`src/logic/twt_consts.svh`:
```
// Constants for the two-wire target with memory channels
`ifndef TWT_CONSTS_SVH
`define TWT_CONSTS_SVH

`define TWT_ADDR_W 7
`define TWT_CNT_W 10
`define TWT_PTR_W 32
`define TWT_BYTE_W 8
`define TWT_BIT_CNT_W 4
`define TWT_BITS_PER_BYTE 4'h8
`define TWT_BIT_CNT_ZERO 4'h0
`define TWT_BIT_CNT_ONE 4'h1
`define TWT_CNT_ZERO 10'h000
`define TWT_CNT_ONE 10'h001
`define TWT_PTR_ONE 32'h0000_0001
`define TWT_RST_STAGES 2

`endif

```
`src/logic/twt_pkg.sv`:
```
// Types shared by the two-wire target design
package twt_pkg;

    typedef enum logic [11:0] {
        st_idle     = 12'h001,
        st_addr     = 12'h002,
        st_addr_ack = 12'h004,
        st_prep     = 12'h008,
        st_rx_bit   = 12'h010,
        st_rx_push  = 12'h020,
        st_rx_ack   = 12'h040,
        st_tx_load  = 12'h080,
        st_tx_bit   = 12'h100,
        st_tx_ack   = 12'h200,
        st_ignore   = 12'h400,
        st_stopping = 12'h800
    } twt_state_type;

endpackage : twt_pkg

```
`src/logic/twt_pair_buf.sv`:
```
// Two-entry buffer with valid and ready on both sides, head held in a register
`include "twt_consts.svh"

module twt_pair_buf (
    input wire logic clk_in,
    input wire logic rst_n_in,
    input wire logic in_valid_in,
    output logic in_ready_out,
    input wire logic [`TWT_BYTE_W-1:0] in_data_in,
    output logic out_valid_out,
    input wire logic out_ready_in,
    output logic [`TWT_BYTE_W-1:0] out_data_out
);
    logic [`TWT_BYTE_W-1:0] head_r;
    logic [`TWT_BYTE_W-1:0] tail_r;
    logic head_v_r;
    logic tail_v_r;
    logic push;
    logic pop;

    assign push = in_valid_in & ~tail_v_r;
    assign pop = head_v_r & out_ready_in;
    assign in_ready_out = ~tail_v_r;
    assign out_valid_out = head_v_r;
    assign out_data_out = head_r;

    // =========================================================
    // Storage
    always_ff @(posedge clk_in or negedge rst_n_in) begin
        if (!rst_n_in) begin
            head_r <= 8'h00;
            tail_r <= 8'h00;
            head_v_r <= 1'b0;
            tail_v_r <= 1'b0;
        end else if (pop || !head_v_r) begin
            if (tail_v_r) begin
                head_r <= tail_r;
                head_v_r <= 1'b1;
                tail_v_r <= 1'b0;
            end else begin
                head_r <= in_data_in;
                head_v_r <= push;
            end
        end else if (push) begin
            tail_r <= in_data_in;
            tail_v_r <= 1'b1;
        end
    end

endmodule : twt_pair_buf

```
`src/logic/twt_slave.sv`:
```
// Two-wire bus target that moves bytes between the bus and memory
`include "twt_consts.svh"

module twt_slave
    import twt_pkg::*;
(
    input wire logic clk_sys_in,
    input wire logic reset_n_in,
    input wire logic enable_in,
    input wire logic [1:0] addr_en_in,
    input wire logic [`TWT_ADDR_W-1:0] addr0_in,
    input wire logic [`TWT_ADDR_W-1:0] addr1_in,
    input wire logic [`TWT_PTR_W-1:0] tx_ptr_in,
    input wire logic [`TWT_CNT_W-1:0] tx_max_in,
    input wire logic [`TWT_PTR_W-1:0] rx_ptr_in,
    input wire logic [`TWT_CNT_W-1:0] rx_max_in,
    input wire logic [`TWT_BYTE_W-1:0] overread_filler_byte_in,
    input wire logic arm_transmit_trigger_in,
    input wire logic arm_receive_trigger_in,
    input wire logic stop_trigger_in,
    input wire logic scl_in,
    input wire logic sda_in,
    output logic scl_out,
    output logic scl_oe_n_out,
    output logic sda_out,
    output logic sda_oe_n_out,
    output logic dma_rd_req_out,
    output logic [`TWT_PTR_W-1:0] dma_rd_addr_out,
    input wire logic dma_rd_ack_in,
    input wire logic [`TWT_BYTE_W-1:0] dma_rd_data_in,
    output logic dma_wr_valid_out,
    output logic [`TWT_PTR_W-1:0] dma_wr_addr_out,
    output logic [`TWT_BYTE_W-1:0] dma_wr_data_out,
    input wire logic dma_wr_ready_in,
    output logic read_event_out,
    output logic write_event_out,
    output logic transmit_begun_event_out,
    output logic receive_begun_event_out,
    output logic stopped_event_out,
    output logic error_event_out,
    output logic low_power_wait_out,
    output logic [`TWT_CNT_W-1:0] tx_amount_out,
    output logic [`TWT_CNT_W-1:0] rx_amount_out
);

    function automatic logic below_max(input logic [`TWT_CNT_W-1:0] cnt,
                                       input logic [`TWT_CNT_W-1:0] max);
        below_max = cnt < max;
    endfunction : below_max

    function automatic logic addr_hit(input logic en,
                                      input logic [`TWT_ADDR_W-1:0] cfg,
                                      input logic [`TWT_ADDR_W-1:0] got);
        addr_hit = en & (cfg == got);
    endfunction : addr_hit

    // =========================================================
    // Reset release
    logic [`TWT_RST_STAGES-1:0] rst_pipe_r;
    logic rst_n;

    always_ff @(posedge clk_sys_in or negedge reset_n_in) begin
        if (!reset_n_in) begin
            rst_pipe_r <= 2'b00;
        end else begin
            rst_pipe_r <= {rst_pipe_r[0], 1'b1};
        end
    end
    assign rst_n = rst_pipe_r[1];

    // =========================================================
    // Line synchronisers and condition detect
    // Lines are oversampled; at 125 MHz even 400 kHz gives ~300 samples a bit
    logic scl_meta_r, scl_sync_r, scl_prev_r;
    logic sda_meta_r, sda_sync_r, sda_prev_r;
    logic scl_rise, scl_fall, start_seen, stop_seen;

    always_ff @(posedge clk_sys_in or negedge rst_n) begin
        if (!rst_n) begin
            scl_meta_r <= 1'b1;
            scl_sync_r <= 1'b1;
            scl_prev_r <= 1'b1;
            sda_meta_r <= 1'b1;
            sda_sync_r <= 1'b1;
            sda_prev_r <= 1'b1;
        end else begin
            scl_meta_r <= scl_in;
            scl_sync_r <= scl_meta_r;
            scl_prev_r <= scl_sync_r;
            sda_meta_r <= sda_in;
            sda_sync_r <= sda_meta_r;
            sda_prev_r <= sda_sync_r;
        end
    end

    // Edges follow the master's own clock, so a held-low clock simply delays them
    assign scl_rise = scl_sync_r & ~scl_prev_r;
    assign scl_fall = ~scl_sync_r & scl_prev_r;
    assign start_seen = scl_sync_r & scl_prev_r & sda_prev_r & ~sda_sync_r;
    assign stop_seen = scl_sync_r & scl_prev_r & ~sda_prev_r & sda_sync_r;

    // =========================================================
    // Receive buffer toward the write channel
    logic buf_in_valid, buf_in_ready, buf_out_valid;
    logic [`TWT_BYTE_W-1:0] buf_out_data;
    logic [`TWT_BYTE_W-1:0] shift_r;
    twt_state_type state_r;

    twt_pair_buf u_rx_buf (
        .clk_in(clk_sys_in),
        .rst_n_in(rst_n),
        .in_valid_in(buf_in_valid),
        .in_ready_out(buf_in_ready),
        .in_data_in(shift_r),
        .out_valid_out(buf_out_valid),
        .out_ready_in(dma_wr_ready_in),
        .out_data_out(buf_out_data)
    );
    assign dma_wr_valid_out = buf_out_valid;
    assign dma_wr_data_out = buf_out_data;

    // =========================================================
    // Control state
    logic [`TWT_BIT_CNT_W-1:0] bit_cnt_r;
    logic [`TWT_CNT_W-1:0] tx_cnt_r, rx_cnt_r, tx_max_r, rx_max_r;
    logic [`TWT_PTR_W-1:0] tx_ptr_r, wr_addr_r;
    logic rw_r, tx_armed_r, rx_armed_r, tx_have_r, stop_req, drained, prep_go, stop_done;

    assign stop_req = (stop_seen | stop_trigger_in) & (state_r != st_idle)
                      & (state_r != st_stopping);
    assign prep_go = (state_r == st_prep) & (rw_r ? tx_armed_r : rx_armed_r);
    assign drained = ~buf_out_valid & buf_in_ready & ~dma_rd_req_out;
    assign stop_done = (state_r == st_stopping) & drained;
    // A full buffer stalls the push, and so the bus clock, until the write channel drains
    assign buf_in_valid = (state_r == st_rx_push) & below_max(rx_cnt_r, rx_max_r);
    assign scl_out = 1'b0;
    assign sda_out = 1'b0;
    assign dma_wr_addr_out = wr_addr_r;
    assign tx_amount_out = tx_cnt_r;
    assign rx_amount_out = rx_cnt_r;

    // =========================================================
    // Armed flags: a trigger in the same cycle as a disarm wins
    always_ff @(posedge clk_sys_in or negedge rst_n) begin
        if (!rst_n) begin
            tx_armed_r <= 1'b0;
            rx_armed_r <= 1'b0;
        end else begin
            if (arm_transmit_trigger_in) begin
                tx_armed_r <= 1'b1;
            end else if ((prep_go || stop_done) && rw_r) begin
                tx_armed_r <= 1'b0;
            end
            if (arm_receive_trigger_in) begin
                rx_armed_r <= 1'b1;
            end else if ((prep_go || stop_done) && !rw_r) begin
                rx_armed_r <= 1'b0;
            end
        end
    end

    // =========================================================
    // Write channel address walks with each drained byte
    always_ff @(posedge clk_sys_in or negedge rst_n) begin
        if (!rst_n) begin
            wr_addr_r <= 32'h0000_0000;
        end else if (prep_go && !rw_r) begin
            wr_addr_r <= rx_ptr_in;
        end else if (buf_out_valid && dma_wr_ready_in) begin
            wr_addr_r <= wr_addr_r + `TWT_PTR_ONE;
        end
    end

    always_ff @(posedge clk_sys_in or negedge rst_n) begin
        if (!rst_n) begin
            low_power_wait_out <= 1'b0;
        end else begin
            // A foreign address keeps the target waiting, it was never addressed
            low_power_wait_out <= enable_in & (state_r inside {st_idle, st_ignore});
        end
    end

    // =========================================================
    // Bus protocol engine
    always_ff @(posedge clk_sys_in or negedge rst_n) begin
        if (!rst_n) begin
            state_r <= st_idle;
            shift_r <= 8'h00;
            bit_cnt_r <= `TWT_BIT_CNT_ZERO;
            rw_r <= 1'b0;
            tx_have_r <= 1'b0;
            tx_cnt_r <= `TWT_CNT_ZERO;
            rx_cnt_r <= `TWT_CNT_ZERO;
            tx_max_r <= `TWT_CNT_ZERO;
            rx_max_r <= `TWT_CNT_ZERO;
            tx_ptr_r <= 32'h0000_0000;
            scl_oe_n_out <= 1'b1;
            sda_oe_n_out <= 1'b1;
            dma_rd_req_out <= 1'b0;
            dma_rd_addr_out <= 32'h0000_0000;
            read_event_out <= 1'b0;
            write_event_out <= 1'b0;
            transmit_begun_event_out <= 1'b0;
            receive_begun_event_out <= 1'b0;
            stopped_event_out <= 1'b0;
            error_event_out <= 1'b0;
        end else begin
            read_event_out <= 1'b0;
            write_event_out <= 1'b0;
            transmit_begun_event_out <= 1'b0;
            receive_begun_event_out <= 1'b0;
            stopped_event_out <= 1'b0;
            error_event_out <= 1'b0;
            if (dma_rd_req_out && dma_rd_ack_in) begin
                dma_rd_req_out <= 1'b0;
                shift_r <= dma_rd_data_in;
                tx_have_r <= 1'b1;
            end
            if (!enable_in) begin
                state_r <= st_idle;
                scl_oe_n_out <= 1'b1;
                sda_oe_n_out <= 1'b1;
            end else if (stop_req) begin
                scl_oe_n_out <= 1'b1;
                sda_oe_n_out <= 1'b1;
                state_r <= st_stopping;
            end else if (start_seen && state_r != st_stopping) begin
                // Repeated start drops the transfer and listens for an address again
                state_r <= st_addr;
                bit_cnt_r <= `TWT_BIT_CNT_ZERO;
                scl_oe_n_out <= 1'b1;
                sda_oe_n_out <= 1'b1;
            end else begin
                unique case (state_r)
                    st_idle, st_ignore: begin
                    end
                    st_addr: begin
                        if (scl_rise) begin
                            shift_r <= {shift_r[6:0], sda_sync_r};
                            bit_cnt_r <= bit_cnt_r + `TWT_BIT_CNT_ONE;
                        end else if (scl_fall && bit_cnt_r == `TWT_BITS_PER_BYTE) begin
                            bit_cnt_r <= `TWT_BIT_CNT_ZERO;
                            if (addr_hit(addr_en_in[0], addr0_in, shift_r[7:1]) ||
                                addr_hit(addr_en_in[1], addr1_in, shift_r[7:1])) begin
                                sda_oe_n_out <= 1'b0;
                                rw_r <= shift_r[0];
                                read_event_out <= shift_r[0];
                                write_event_out <= ~shift_r[0];
                                state_r <= st_addr_ack;
                            end else begin
                                state_r <= st_ignore;
                            end
                        end
                    end
                    st_addr_ack: begin
                        if (scl_fall) begin
                            sda_oe_n_out <= 1'b1;
                            scl_oe_n_out <= 1'b0;
                            state_r <= st_prep;
                        end
                    end
                    st_prep: begin
                        // Clock stays low until the matching direction is armed
                        if (prep_go) begin
                            tx_cnt_r <= `TWT_CNT_ZERO;
                            rx_cnt_r <= `TWT_CNT_ZERO;
                            tx_ptr_r <= tx_ptr_in;
                            tx_max_r <= tx_max_in;
                            rx_max_r <= rx_max_in;
                            tx_have_r <= 1'b0;
                            bit_cnt_r <= `TWT_BIT_CNT_ZERO;
                            transmit_begun_event_out <= rw_r;
                            receive_begun_event_out <= ~rw_r;
                            if (rw_r) begin
                                state_r <= st_tx_load;
                            end else begin
                                scl_oe_n_out <= 1'b1;
                                state_r <= st_rx_bit;
                            end
                        end
                    end
                    st_rx_bit: begin
                        if (scl_rise) begin
                            shift_r <= {shift_r[6:0], sda_sync_r};
                            bit_cnt_r <= bit_cnt_r + `TWT_BIT_CNT_ONE;
                        end else if (scl_fall && bit_cnt_r == `TWT_BITS_PER_BYTE) begin
                            scl_oe_n_out <= 1'b0;
                            state_r <= st_rx_push;
                        end
                    end
                    st_rx_push: begin
                        if (!below_max(rx_cnt_r, rx_max_r)) begin
                            error_event_out <= 1'b1;
                            scl_oe_n_out <= 1'b1;
                            state_r <= st_rx_ack;
                        end else if (buf_in_ready) begin
                            rx_cnt_r <= rx_cnt_r + `TWT_CNT_ONE;
                            sda_oe_n_out <= 1'b0;
                            scl_oe_n_out <= 1'b1;
                            state_r <= st_rx_ack;
                        end
                    end
                    st_rx_ack: begin
                        if (scl_fall) begin
                            sda_oe_n_out <= 1'b1;
                            bit_cnt_r <= `TWT_BIT_CNT_ZERO;
                            state_r <= st_rx_bit;
                        end
                    end
                    st_tx_load: begin
                        scl_oe_n_out <= 1'b0;
                        if (!tx_have_r) begin
                            if (!below_max(tx_cnt_r, tx_max_r)) begin
                                shift_r <= overread_filler_byte_in;
                                tx_have_r <= 1'b1;
                                error_event_out <= 1'b1;
                            end else if (!dma_rd_req_out) begin
                                dma_rd_req_out <= 1'b1;
                                dma_rd_addr_out <= tx_ptr_r + {22'h00_0000, tx_cnt_r};
                            end
                        end else begin
                            sda_oe_n_out <= shift_r[7];
                            shift_r <= {shift_r[6:0], 1'b0};
                            bit_cnt_r <= `TWT_BIT_CNT_ONE;
                            tx_cnt_r <= tx_cnt_r + `TWT_CNT_ONE;
                            tx_have_r <= 1'b0;
                            scl_oe_n_out <= 1'b1;
                            state_r <= st_tx_bit;
                        end
                    end
                    st_tx_bit: begin
                        if (scl_fall) begin
                            if (bit_cnt_r == `TWT_BITS_PER_BYTE) begin
                                sda_oe_n_out <= 1'b1;
                                state_r <= st_tx_ack;
                            end else begin
                                sda_oe_n_out <= shift_r[7];
                                shift_r <= {shift_r[6:0], 1'b0};
                                bit_cnt_r <= bit_cnt_r + `TWT_BIT_CNT_ONE;
                            end
                        end
                    end
                    st_tx_ack: begin
                        if (scl_rise) begin
                            if (sda_sync_r) begin
                                state_r <= st_ignore;
                            end else begin
                                bit_cnt_r <= `TWT_BIT_CNT_ZERO;
                            end
                        end else if (scl_fall && bit_cnt_r == `TWT_BIT_CNT_ZERO) begin
                            scl_oe_n_out <= 1'b0;
                            state_r <= st_tx_load;
                        end
                    end
                    st_stopping: begin
                        if (drained) begin
                            stopped_event_out <= 1'b1;
                            state_r <= st_idle;
                        end
                    end
                endcase
            end
        end
    end

endmodule : twt_slave

```
`config.mk`:
```
export PLATFORM = sky130hd
export DESIGN_NAME = twt_slave
export DESIGN_NICKNAME = d
export VERILOG_FILES = /design/src/logic/twt_pkg.sv /design/src/logic/twt_pair_buf.sv /design/src/logic/twt_slave.sv
export VERILOG_INCLUDE_DIRS = /design/src /design/src/logic
export SDC_FILE = /design/constraint.sdc
export NUM_CORES = 1
export LEC_CHECK = 0
export BUFFER_PORTS_ARGS = -buffer_cell sky130_fd_sc_hd__buf_2
export CORE_MARGIN = 8
export CORE_UTILIZATION = 49
export DETAILED_ROUTE_END_ITERATION = 10
export GPL_TIMING_DRIVEN = 0
export PLACE_DENSITY = 0.81
export SLEW_MARGIN = 20
export SYNTH_ARGS = -nofsm -noshare
export SYNTH_HDL_FRONTEND = slang
export SYNTH_SLANG_ARGS = --single-unit
```
`constraint.sdc`:
```
create_clock -name clk_sys_in -period 7.8 [get_ports clk_sys_in]
set_input_delay 1.56 -clock clk_sys_in [delete_from_list [all_inputs] [get_ports clk_sys_in]]
set_output_delay 1.56 -clock clk_sys_in [all_outputs]
set_load 0.01 [all_outputs]
```
==> results_dict.tcl <==
set metrics [dict create \
    max_stage_delay_ns 0.74 \
    maxCapViolCount 0 \
    nFillCells 1837 \
    crit_fanout 10 \
    crit_top_cell "buf_2" \
    core_um2 21690 \
    synth_warnings 0 \
    synth_xor_area_frac 0.06505 \
    areaGrowthSynthToFinish_pct 20.28 \
    fin_nets 1518 \
    wl_per_cell_um 18.80 \
    synth_flop_cell "dfrtp_1" \
    synth_area_um2 10770 \
    grt_pass1_vias 9830 \
    track_usage 0.2314 \
    vias 9585 \
    synth_top_family_by_area "simple AND/OR/NAND/NOR gates" \
    p_per_area_nw_per_um2 174.0 \
    drive_gt1_frac 0.2538 \
    dieArea_um2 26980 \
    cp.buffers_inverters 3 \
    worst_ep_arrival_time_ns 4.09 \
    fin_crit_ns 3.765 \
    postCtsHoldBufs 0 \
    ff2ff_path_depth 8 \
    ys_seq_area_frac 0.4657 \
    cts_root_buffer "clkbuf_16" \
    worstSetupStartpoint "state_r[5]" \
    status "finished, final reports clean" \
    antenna_found_initial 1 \
    ys_ff_latch 200 \
    clk_latency_ns 0.44 \
    clk_pin_slew_ns 0.08 \
    port_buffers 227 \
    synth-async-reset-ratio 1.000 \
    finClkSkew_ns 0.01479 \
    post-route-drc-count 0 \
    leakage_nw 6.237 \
    die_x_um 164.3 \
    hold_slack_ns 0.3298 \
    die_h_um 164.3 \
    timing.final.max_slew_violations 0 \
    critPathKind "flip-flop to flip-flop" \
    grt_pass1_wl_um 50100 \
    synth_edf_count 0 \
    multi_input_area_um2 5428 \
    hold_path.class "flip-flop to async pin" \
    final.period_utilization 0.4827 \
    fmax_mhz 265.6 \
    rows 54 \
    netlist_instances 1108 \
    yosys.area_share.simple 0.1936 \
    grt_max_degree 59 \
    cts_buffers 17 \
    finalHoldViolCount 0 \
    cp.required_ns 8.12 \
    synthAdderAreaFrac 0.04019 \
    h-tree-depth 4 \
    worst_setup_path_end_kind "flip-flop" \
    place.gp.congestion 0.9371 \
    drt_pass1_iterations 5 \
    grt-ovfl-total 0 \
    vias_per_cell 5.795 \
    dp.cells 1619 \
    vdd_drop_max_uv 130.5 \
    grt_setup_unrepaired "false" \
    synth-compound-area-share 0.1426 \
    fin_cells 1654 \
    clock-sinks 200 \
    dp_hpwl_um 23530 \
    ff_latch_area_um2 5020 \
    cp_slowest_cell "nor3_2" \
    drt_first_iter_violations 1041 \
    path_delay_family "simple AND/OR/NAND/NOR gates" \
    pin_count 231 \
    reg2reg_from "state_r[5]" \
    ys_types 72 \
    start_kind "flip-flop" \
    path_cells "nor4_1, buf_2, nand4_1, o211a_1, clkbuf_1, nor3_2, buf_2, mux2_2" \
    start_util 0.4967 \
    post-route-util 0.5974 \
    cts_resized 0 \
    cts_buffer_depth 2 \
    worstSetupPathDepth 8 \
    setup_violations 0 \
    power_w 0.002254 \
    ant_nets 0 \
    wl_um 31090 \
    slew_headroom 0.3987 \
    tightestPinTransition_ns 0.8945 \
    post_cts_buffers 0 \
    synthMuxAreaShare 0.06133 \
    cts_tree "yes" \
    synth.avg_cell_area_um2 9.722 \
]
==> where the power goes <==
group | internal (W) | total [W] | switching (W)
Clock | 0.000492 | 0.000921 | 0.000429
Combinational | 0.0000926 | 0.000232 | 0.000140
Sequential | 0.00106 | 0.00110 | 0.0000364
==> registers in the layout, indices dropped and copies added, names as in the netlist, 2 cells and up <==
| register | count |
|---|---|
| u_rx_buf.out_data_out | 8 |
| rst_pipe_r | 2 |
| shift_r | 8 |
| rx_amount_out | 10 |
| u_rx_buf.tail_r | 8 |
| tx_max_r | 10 |
| bit_cnt_r | 4 |
| rx_max_r | 10 |
| tx_ptr_r | 32 |
| tx_amount_out | 10 |
| dma_wr_addr_out | 32 |
| dma_rd_addr_out | 32 |
| state_r | 12 |
==> layout make-up <==
cell class / count / area share
Sequential cell: 200 / 0.3874
Antenna cell: 3 / 0.0005794
Buffer: 44 / 0.01516
Multi-Input combinational cell: 829 / 0.4189
Timing Repair Buffer: 230 / 0.09406
Tap cell: 280 / 0.02704
Inverter: 36 / 0.01043
Clock inverter: 14 / 0.01246
Clock buffer: 18 / 0.03390
==> cells by family after synthesis <==
kind of cell	Yosys count
adder cells (fa/ha/maj)	34
AND/OR/NAND/NOR	404
XOR/XNOR	80
flip-flops	200
other	2
multiplexers	60
buffers and inverters	80
AO/OA/AOI/OAI	248
==> cell usage after synthesis, types with 5 or more instances <==
| library cell | n | share of area |
|---|---|---|
| o21ai_0 | 71 | 0.033 |
| ha_1 | 33 | 0.038 |
| inv_1 | 36 | 0.013 |
| dfstp_2 | 9 | 0.022 |
| buf_2 | 10 | 0.0046 |
| a21o_1 | 9 | 0.0063 |
| nor2b_1 | 13 | 0.0076 |
| dfrtp_1 | 191 | 0.44 |
| o211ai_1 | 7 | 0.0049 |
| nand2b_1 | 12 | 0.0070 |
| or3_1 | 8 | 0.0046 |
| nor4b_1 | 6 | 0.0049 |
| nor4_1 | 13 | 0.0076 |
| nand2_1 | 105 | 0.037 |
| nand3_1 | 28 | 0.013 |
| and2_1 | 14 | 0.0081 |
| o21a_1 | 6 | 0.0042 |
| xor2_1 | 37 | 0.030 |
| xnor2_1 | 43 | 0.035 |
| nor3_1 | 23 | 0.011 |
| and3_1 | 14 | 0.0081 |
| and4_1 | 9 | 0.0073 |
| mux2i_1 | 12 | 0.011 |
| o2bb2ai_1 | 8 | 0.0065 |
| nand4_1 | 32 | 0.019 |
| clkbuf_1 | 28 | 0.0098 |
| nor2_1 | 97 | 0.034 |
| o2111ai_1 | 5 | 0.0041 |
| a21oi_1 | 91 | 0.042 |
| mux2_2 | 48 | 0.050 |
| a211o_1 | 12 | 0.0098 |
==> cells in the final DEF, fill, tap and decap left out, types with 36 or more instances in the layout <==
cell type and count:
buf_2 237, nor2_1 97, nand2_1 105, o21ai_0 71
xor2_1 37, dfrtp_1 190, inv_1 36, xnor2_1 43
a21oi_1 91, mux2_2 48
==> worst paths after layout <==
kind | slack, ns | end
hold / removal | 0.33 | shift_r[4]
setup / recovery | 4.04 | tx_ptr_r[12]
setup reg to reg | 4.04 | tx_ptr_r[12]
hold reg to reg | 0.33 | shift_r[4]
min in group clk_sys_in | 0.36 | rst_pipe_r[1]
max in group asynchronous | 6.47 | rx_amount_out[1]
==> metrics by stage <==
step / worst slack, ns / cell area (um2) / TNS (ns)
6_report: 4.035 / 12960 / 0
5_1_grt: 3.731 / 12950 / 0
4_1_cts: 4.036 / 12950 / 0
3_5_place_dp: 3.818 / 12350 / 0
3_3_place_gp: -0.3909 / 12260 / -71.43
2_1_floorplan: 1.830 / 10780 / 0
==> routing by layer <==
layer,wire length [um],GRT usage,share of wire,up-vias
li1,-,-,-,4483
met1,13300,0.3056,0.43,4651
met2,14680,0.3721,0.47,404
met3,2492,0.04737,0.080,47
met4,622,0.08099,0.020,0
met5,0,0,0,-
Note: power is estimated with default switching activity, not from simulation.
